[src/rtl/rru_defs.vh]
/*
 * Constants of the rotate unit: register offsets, command fields, flag bit
 * positions, operand selectors and instruction cycle counts.
 * Assumes it is included by bare name from each design file.
 */
`ifndef RRU_DEFS_VH
`define RRU_DEFS_VH

`define RRU_OFS_ACC_A 4'h0
`define RRU_OFS_ACC_B 4'h1
`define RRU_OFS_PTR_LOW 4'h2
`define RRU_OFS_PTR_HIGH 4'h3
`define RRU_OFS_BASE 4'h4
`define RRU_OFS_PAGE 4'h5
`define RRU_OFS_FLAGS 4'h6
`define RRU_OFS_MODEL 4'h7
`define RRU_OFS_CMD 4'h8
`define RRU_OFS_ABS 4'h9
`define RRU_OFS_STATUS 4'ha

`define RRU_OP_RL 2'h0
`define RRU_OP_RLC 2'h1
`define RRU_OP_RR 2'h2
`define RRU_OP_RRC 2'h3

`define RRU_OPND_A 2'h0
`define RRU_OPND_B 2'h1
`define RRU_OPND_PTR 2'h2
`define RRU_OPND_BASE 2'h3

`define RRU_FLAG_Z 0
`define RRU_FLAG_C 1
`define RRU_FLAG_N 3

`define RRU_STAT_BUSY 0
`define RRU_STAT_DONE 1

`define RRU_RST_BYTE 8'h00
`define RRU_RST_PAGE 8'h00
`define RRU_RST_CNT 4'h0
`define RRU_CNT_ONE 4'h1
`define RRU_CLK_PER_CYC 4'h2
`define RRU_CYC_REG 4'h3
`define RRU_CYC_PTR 4'h4
`define RRU_CYC_BASE 4'h5

`endif

[src/rtl/rru_addr_former.v]
/*
 * Operand address former for memory rotates: pointer pair or base plus
 * absolute low byte, extended by the page register in the large models.
 * Assumes a purely combinational use; the caller latches the address.
 */
`timescale 1ns/10ps
`include "rru_defs.vh"

module rru_addr_former (
  input wire [1:0] opnd,
  input wire [7:0] ptr_high,
  input wire [7:0] ptr_low,
  input wire [7:0] base_upper_byte_reg,
  input wire [7:0] abs_low,
  input wire [7:0] expand_page_reg,
  input wire large_memory_models,
  output wire [23:0] addr
);

  wire [7:0] page;
  wire [15:0] logical;

  // small models see a single page
  assign page = large_memory_models ? expand_page_reg : `RRU_RST_PAGE;
  assign logical = (opnd == `RRU_OPND_BASE) ?
                   {base_upper_byte_reg, abs_low} :
                   {ptr_high, ptr_low};
  assign addr = {page, logical};

endmodule

[src/rtl/rru_rotate_unit.v]
/*
 * Rotate datapath of an 8-bit core: accumulators, pointer pair, base and
 * page registers, condition flags and the sequencer that runs one rotate
 * per command, on a register or by read-modify-write on data memory.
 * Assumes one clock, a register port answering one cycle after a read
 * strobe, and a data memory on the same clock that returns read data in
 * the cycle after its read strobe and takes a write in the strobe cycle.
 */
// Decided for this implementation: the placing of the registers and strobed register access.
`timescale 1ns/10ps
`include "rru_defs.vh"

module rru_rotate_unit (
  input wire clk,
  input wire rst,
  input wire [3:0] reg_addr,
  input wire [7:0] reg_wdata,
  input wire reg_wr,
  input wire reg_rd,
  output reg [7:0] reg_rdata,
  output reg [23:0] mem_addr,
  output reg mem_rd,
  output reg mem_wr,
  output reg [7:0] mem_wdata,
  input wire [7:0] mem_rdata,
  output reg busy
);

  localparam [4:0] ST_IDLE = 5'h01;
  localparam [4:0] ST_READ = 5'h02;
  localparam [4:0] ST_CAPTURE = 5'h04;
  localparam [4:0] ST_PAD = 5'h08;
  localparam [4:0] ST_STORE = 5'h10;

  reg [4:0] state;
  reg [4:0] next_state;
  reg [3:0] cnt;
  reg [3:0] total;
  reg [7:0] acc_a;
  reg [7:0] acc_b;
  reg [7:0] ptr_low;
  reg [7:0] ptr_high;
  reg [7:0] base_upper_byte_reg;
  reg [7:0] expand_page_reg;
  reg [7:0] system_condition_flags;
  reg large_memory_models;
  reg [1:0] cmd_op;
  reg [1:0] cmd_opnd;
  reg [7:0] abs_low;
  reg [7:0] operand;
  reg done;

  wire start;
  wire wr_ok;
  wire to_store;
  wire [23:0] formed_addr;
  wire [7:0] rot_result;
  wire rot_carry;
  wire rot_neg;
  wire rot_zero;

  // memory operand selectors decode to a read-modify-write
  function is_mem;
    input [1:0] opnd;
    begin
      is_mem = (opnd == `RRU_OPND_PTR) || (opnd == `RRU_OPND_BASE);
    end
  endfunction

  // clocks the whole instruction occupies, two per instruction cycle
  function [3:0] clocks_for;
    input [1:0] opnd;
    begin
      case (opnd)
        `RRU_OPND_PTR: begin
          clocks_for = `RRU_CYC_PTR * `RRU_CLK_PER_CYC;
        end
        `RRU_OPND_BASE: begin
          clocks_for = `RRU_CYC_BASE * `RRU_CLK_PER_CYC;
        end
        default: begin
          clocks_for = `RRU_CYC_REG * `RRU_CLK_PER_CYC;
        end
      endcase
    end
  endfunction

  assign start = reg_wr && (reg_addr == `RRU_OFS_CMD) && !busy;
  // state that feeds an instruction is frozen while it runs
  assign wr_ok = reg_wr && !busy;
  assign to_store = (state == ST_PAD) && (cnt == total - `RRU_CNT_ONE);

  rru_addr_former u_addr (
    .opnd(reg_wdata[3:2]),
    .ptr_high(ptr_high),
    .ptr_low(ptr_low),
    .base_upper_byte_reg(base_upper_byte_reg),
    .abs_low(abs_low),
    .expand_page_reg(expand_page_reg),
    .large_memory_models(large_memory_models),
    .addr(formed_addr)
  );

  rru_rotator u_rot (
    .op(cmd_op),
    .din(operand),
    .cin(system_condition_flags[`RRU_FLAG_C]),
    .dout(rot_result),
    .cout(rot_carry),
    .neg(rot_neg),
    .zero(rot_zero)
  );

  always @* begin
    next_state = state;
    case (state)
      ST_IDLE: begin
        if (start) begin
          next_state = is_mem(reg_wdata[3:2]) ? ST_READ : ST_PAD;
        end
      end
      ST_READ: begin
        next_state = ST_CAPTURE;
      end
      ST_CAPTURE: begin
        next_state = ST_PAD;
      end
      ST_PAD: begin
        if (to_store) begin
          next_state = ST_STORE;
        end
      end
      ST_STORE: begin
        next_state = ST_IDLE;
      end
      default: begin
        next_state = ST_IDLE;
      end
    endcase
  end

  always @(posedge clk or posedge rst) begin
    if (rst) begin
      state <= ST_IDLE;
      cnt <= `RRU_RST_CNT;
      total <= `RRU_RST_CNT;
      busy <= 1'b0;
    end else begin
      state <= next_state;
      if (start) begin
        cnt <= `RRU_CNT_ONE;
        total <= clocks_for(reg_wdata[3:2]);
        busy <= 1'b1;
      end else if (state == ST_STORE) begin
        cnt <= `RRU_RST_CNT;
        busy <= 1'b0;
      end else if (busy) begin
        cnt <= cnt + `RRU_CNT_ONE;
      end
    end
  end

  // command latch and operand capture
  always @(posedge clk or posedge rst) begin
    if (rst) begin
      cmd_op <= `RRU_OP_RL;
      cmd_opnd <= `RRU_OPND_A;
      operand <= `RRU_RST_BYTE;
    end else begin
      if (start) begin
        cmd_op <= reg_wdata[1:0];
        cmd_opnd <= reg_wdata[3:2];
        if (reg_wdata[3:2] == `RRU_OPND_B) begin
          operand <= acc_b;
        end else begin
          operand <= acc_a;
        end
      end else if (state == ST_CAPTURE) begin
        operand <= mem_rdata;
      end
    end
  end

  // data memory strobes; the address stays put from read to write-back
  always @(posedge clk or posedge rst) begin
    if (rst) begin
      mem_addr <= {`RRU_RST_PAGE, `RRU_RST_BYTE, `RRU_RST_BYTE};
      mem_rd <= 1'b0;
      mem_wr <= 1'b0;
      mem_wdata <= `RRU_RST_BYTE;
    end else begin
      mem_rd <= start && is_mem(reg_wdata[3:2]);
      mem_wr <= to_store && is_mem(cmd_opnd);
      if (start && is_mem(reg_wdata[3:2])) begin
        mem_addr <= formed_addr;
      end
      if (to_store && is_mem(cmd_opnd)) begin
        mem_wdata <= rot_result;
      end
    end
  end

  // accumulators
  always @(posedge clk or posedge rst) begin
    if (rst) begin
      acc_a <= `RRU_RST_BYTE;
      acc_b <= `RRU_RST_BYTE;
    end else begin
      if (to_store && (cmd_opnd == `RRU_OPND_A)) begin
        acc_a <= rot_result;
      end else if (wr_ok && (reg_addr == `RRU_OFS_ACC_A)) begin
        acc_a <= reg_wdata;
      end
      if (to_store && (cmd_opnd == `RRU_OPND_B)) begin
        acc_b <= rot_result;
      end else if (wr_ok && (reg_addr == `RRU_OFS_ACC_B)) begin
        acc_b <= reg_wdata;
      end
    end
  end

  // address registers and memory model
  always @(posedge clk or posedge rst) begin
    if (rst) begin
      ptr_low <= `RRU_RST_BYTE;
      ptr_high <= `RRU_RST_BYTE;
      base_upper_byte_reg <= `RRU_RST_BYTE;
      expand_page_reg <= `RRU_RST_PAGE;
      large_memory_models <= 1'b0;
      abs_low <= `RRU_RST_BYTE;
    end else if (wr_ok) begin
      case (reg_addr)
        `RRU_OFS_PTR_LOW: begin
          ptr_low <= reg_wdata;
        end
        `RRU_OFS_PTR_HIGH: begin
          ptr_high <= reg_wdata;
        end
        `RRU_OFS_BASE: begin
          base_upper_byte_reg <= reg_wdata;
        end
        `RRU_OFS_PAGE: begin
          expand_page_reg <= reg_wdata;
        end
        `RRU_OFS_MODEL: begin
          large_memory_models <= reg_wdata[0];
        end
        `RRU_OFS_ABS: begin
          abs_low <= reg_wdata;
        end
        default: begin
          abs_low <= abs_low;
        end
      endcase
    end
  end

  // condition flags: only negative, carry and zero move on a rotate
  always @(posedge clk or posedge rst) begin
    if (rst) begin
      system_condition_flags <= `RRU_RST_BYTE;
    end else if (to_store) begin
      system_condition_flags[`RRU_FLAG_N] <= rot_neg;
      system_condition_flags[`RRU_FLAG_Z] <= rot_zero;
      system_condition_flags[`RRU_FLAG_C] <= rot_carry;
    end else if (wr_ok && (reg_addr == `RRU_OFS_FLAGS)) begin
      system_condition_flags <= reg_wdata;
    end
  end

  // completion flag: a finishing rotate beats a clear in the same cycle
  always @(posedge clk or posedge rst) begin
    if (rst) begin
      done <= 1'b0;
    end else if (state == ST_STORE) begin
      done <= 1'b1;
    end else if (reg_wr && (reg_addr == `RRU_OFS_STATUS) &&
                 reg_wdata[`RRU_STAT_DONE]) begin
      done <= 1'b0;
    end else if (start) begin
      done <= 1'b0;
    end
  end

  // read data stand only in the cycle after the strobe
  always @(posedge clk or posedge rst) begin
    if (rst) begin
      reg_rdata <= `RRU_RST_BYTE;
    end else if (reg_rd) begin
      case (reg_addr)
        `RRU_OFS_ACC_A: begin
          reg_rdata <= acc_a;
        end
        `RRU_OFS_ACC_B: begin
          reg_rdata <= acc_b;
        end
        `RRU_OFS_PTR_LOW: begin
          reg_rdata <= ptr_low;
        end
        `RRU_OFS_PTR_HIGH: begin
          reg_rdata <= ptr_high;
        end
        `RRU_OFS_BASE: begin
          reg_rdata <= base_upper_byte_reg;
        end
        `RRU_OFS_PAGE: begin
          reg_rdata <= expand_page_reg;
        end
        `RRU_OFS_FLAGS: begin
          reg_rdata <= system_condition_flags;
        end
        `RRU_OFS_MODEL: begin
          reg_rdata <= {7'h00, large_memory_models};
        end
        `RRU_OFS_CMD: begin
          reg_rdata <= {4'h0, cmd_opnd, cmd_op};
        end
        `RRU_OFS_ABS: begin
          reg_rdata <= abs_low;
        end
        `RRU_OFS_STATUS: begin
          reg_rdata <= {6'h00, done, busy};
        end
        default: begin
          reg_rdata <= `RRU_RST_BYTE;
        end
      endcase
    end else begin
      reg_rdata <= `RRU_RST_BYTE;
    end
  end

endmodule

[src/rtl/rru_rotator.v]
/*
 * One-bit rotator: left or right, through carry or circular, with the
 * negative and zero results of the rotated byte.
 * Assumes a purely combinational use; the caller registers the results.
 */
`timescale 1ns/10ps
`include "rru_defs.vh"

module rru_rotator (
  input wire [1:0] op,
  input wire [7:0] din,
  input wire cin,
  output reg [7:0] dout,
  output reg cout,
  output wire neg,
  output wire zero
);

  always @* begin
    dout = din;
    cout = cin;
    case (op)
      `RRU_OP_RL: begin
        dout = {din[6:0], cin};
        cout = din[7];
      end
      `RRU_OP_RLC: begin
        dout = {din[6:0], din[7]};
        cout = din[7];
      end
      `RRU_OP_RR: begin
        dout = {cin, din[7:1]};
        cout = din[0];
      end
      default: begin
        dout = {din[0], din[7:1]};
        cout = din[0];
      end
    endcase
  end

  assign neg = dout[7];
  assign zero = (dout == `RRU_RST_BYTE);

endmodule

[config.mk]
export PLATFORM = sky130hd
export DESIGN_NAME = rru_rotate_unit
export DESIGN_NICKNAME = d
export VERILOG_FILES = /design/src/rtl/rru_addr_former.v /design/src/rtl/rru_rotate_unit.v /design/src/rtl/rru_rotator.v
export VERILOG_INCLUDE_DIRS = /design/src /design/src/rtl
export SDC_FILE = /design/constraint.sdc
export NUM_CORES = 1
export LEC_CHECK = 0
export BUFFER_PORTS_ARGS = -buffer_cell sky130_fd_sc_hd__buf_4
export CAP_MARGIN = 20
export CORE_MARGIN = 5
export CORE_UTILIZATION = 48
export DETAILED_ROUTE_END_ITERATION = 6
export PLACE_DENSITY = 0.74
export RECOVER_POWER = 100
export SLEW_MARGIN = 40
export SYNTH_ARGS = -nofsm -noshare
export SYNTH_HDL_FRONTEND = slang
export SYNTH_SLANG_ARGS = --single-unit
export TNS_END_PERCENT = 50
[constraint.sdc]
create_clock -name clk -period 5.3 [get_ports clk]
set_input_delay 0.795 -clock clk [delete_from_list [all_inputs] [get_ports clk]]
set_output_delay 0.795 -clock clk [all_outputs]
set_load 0.05 [all_outputs]
==> metrics.txt <==
syn_nets 599; Final HPWL DP 11.3 mm; relative slew slack -22.0%; fin. max-slew vios 53; worst path required time 5.52 ns; initial antenna violation count 0; post-route antenna net violation count 0; Setup TNS 0 ns; fin crit share 60.2%; number of synthesized flops with an enable pin 0; Crit Path Max Fanout 52; Reg clk slew, reported paths 0.06 ns; Synth Area per Inst 11.5 um^2; CORE AREA 0.0133 mm^2; Yosys reg bits 133; area leader, netlist dfrtp_1; pin count of the biggest net entering global routing 87; FFs w/ async S/R, synth 100%; PortBufs 66; CTS Buf Count 17; area grow syn2layout 15.1%; slack of the critical path 2.11 ns; drt total wl 15.9 mm; failing checks capacitance limit, slew limit; grt total ovfl 0; Yosys top cell area share 50.3%; routed wire length per instance 19.6 um; DR iter-0 viols 278; top post-synthesis cells by area dfrtp_1 (50%), mux2i_1 (13%), mux2_2 (8.4%), nand2_1 (3.3%), o21ai_0 (2.9%); via count 4678; Finished Layout Cells 812; Synth Cell Area 0.00657 mm^2; Rows 42; Peak Freq 313 MHz; cts repair resizes 0; max_cap viols 1; Post-Route M1 WL 6.75 mm; sequential cell area fraction in the yosys report 50.7%; max reg flops 24; CP endpoint kind register; CP Class input pin to register; synthesized netlist cell count 573; Leak 3.62 nW; slew of the pin with the lowest slew margin 1.83 ns; layout cell share with drive strength beyond 1 18.2%; clock tree from TritonCTS yes; worst-case clock skew 0.00622 ns; vias in the first global route 4955; hold_ws 0.471 ns; first-pass GRT wire length 26.2 mm; post-CTS setup buffers 0; clock sink count 133; starting density of the core 49.2%; crit path launch type input pin; worst hold path type input pin to asynchronous set/reset pin; Final Core Density 56.7%; RSZ-0062 raised after global routing false; placer congestion estimate 0.897; Setup WS pre-CTS 2.71 ns; chip height 127 um; final setup fails 0; Peak supply drop 213 uV; vias per inst 5.76; diode count 0; # IOs 67; H-tree depth 4; Nets 650; Tot GR Track Use 20.8%; status finished with violations; placed cell area 0.00714 mm^2; Synthesis Warnings 0; final instance area 0.00756 mm^2; met3 wire length 680 um; placed cells 781; Pwr Total 2.70 mW; Clock Latency Late Sink 0.43 ns; CP arrival 3.41 ns; WL met2 8.13 mm; number of buffers on the longest clock path 2; Synth Flop Type dfrtp_1; hold buffers post-CTS 0; Most flops, register mem_addr; Clk Tree Root Cell clkbuf_16; residual DRC count 0; Top Layer Used met4; Chip Width 127 um; die area 0.0161 mm^2; Pwr Density 356 mW/mm^2; Tmin final 3.19 ns; Hold Violations, Final 0; Yosys cell types 62; TritonRoute pass-1 iters 4
==> cell usage in the layout, fill, tap and decap left out, types with 3 or more instances in the layout <==
master	netlist	final
and3b_1	3	3
dfrtp_1	132	132
nor4_1	3	3
bufinv_16	0	5
o21ai_0	38	39
nand2b_1	5	5
clkbuf_1	11	47
mux2i_1	87	87
a211oi_1	9	9
nand2_1	57	56
clkinvlp_4	0	4
a21oi_1	19	19
a22oi_1	4	4
mux2_2	49	49
a32oi_1	4	4
clkbuf_16	0	17
a31oi_1	4	4
buf_4	2	22
xor2_1	3	3
nand4_1	5	5
nand3b_1	10	10
nand3_1	8	8
nor2_1	9	9
inv_1	18	17
nor2b_1	15	14
mux2_1	0	4
and3_1	3	4
nor3b_1	3	3
nor3_1	3	3
==> path summary, 6_finish.rpt <==
path	startpoint	to	slack (ns)	cells after the start
max in group asynchronous	rst	mem_wdata[6]$_DFFE_PP0P_	3.80	3
worst max register to register	busy$_DFFE_PP0P_	mem_addr[12]$_DFFE_PP0P_	2.61	4
worst min register to register	mem_addr[8]$_DFFE_PP0P_	mem_addr[8]$_DFFE_PP0P_	0.48	2
worst max-delay path	reg_addr[3]	mem_addr[12]$_DFFE_PP0P_	2.11	5
worst min-delay path	rst	mem_addr[18]$_DFFE_PP0P_	0.47	2
min in group clk	mem_addr[8]$_DFFE_PP0P_	mem_addr[8]$_DFFE_PP0P_	0.48	2
==> cell usage after synthesis (6+ instances only) <==
| cell | instances |
|---|---|
| a211oi_1 | 9 |
| a21oi_1 | 19 |
| buf_1 | 6 |
| buf_2 | 15 |
| clkbuf_1 | 11 |
| dfrtp_1 | 132 |
| inv_1 | 18 |
| mux2_2 | 49 |
| mux2i_1 | 87 |
| nand2_1 | 57 |
| nand3_1 | 8 |
| nand3b_1 | 10 |
| nor2_1 | 9 |
| nor2b_1 | 15 |
| o21ai_0 | 38 |
==> worst max-delay path: stages <==
cell      delay (ns)
clkbuf_1        0.41
and2b_1         0.42
nand4_1         0.12
clkbuf_1        1.31
o21ai_0         0.31
==> where the power goes <==
group	leakage (nW)	total, mW	switching [mW]	internal [mW]
sequential	1.73	1.14	0.0639	1.08
clock	0.298	1.27	0.439	0.829
combinational	1.59	0.284	0.159	0.125
==> final cells by class <==
cell class | instances | area, um^2
Fill cell | 1197 | 5790
Tap cell | 176 | 220
Clock inverter | 13 | 208
Clock buffer | 18 | 429
Sequential cell | 133 | 3330
Multi-Input combinational cell | 386 | 2960
Inverter | 18 | 75.1
Timing Repair Buffer | 68 | 338
==> kinds of logic after synthesis <==
| logic type | after synthesis | share of synthesized area, % |
|---|---|---|
| compound gates | 98 | 9.41 |
| xor+xnor | 5 | 0.895 |
| fa+ha+maj | 2 | 0.381 |
| buf+inv | 54 | 3.71 |
| flops | 133 | 50.7 |
| mux | 143 | 23.5 |
| simple gates | 138 | 11.4 |
==> metal layers <==
layer  track usage, %  vias up
li1                 -     2171
met1             26.0     2370
met2             35.2      109
met3             4.42       28
met4             8.71        0
met5                0        -
Power figures use the tool's default switching activity.
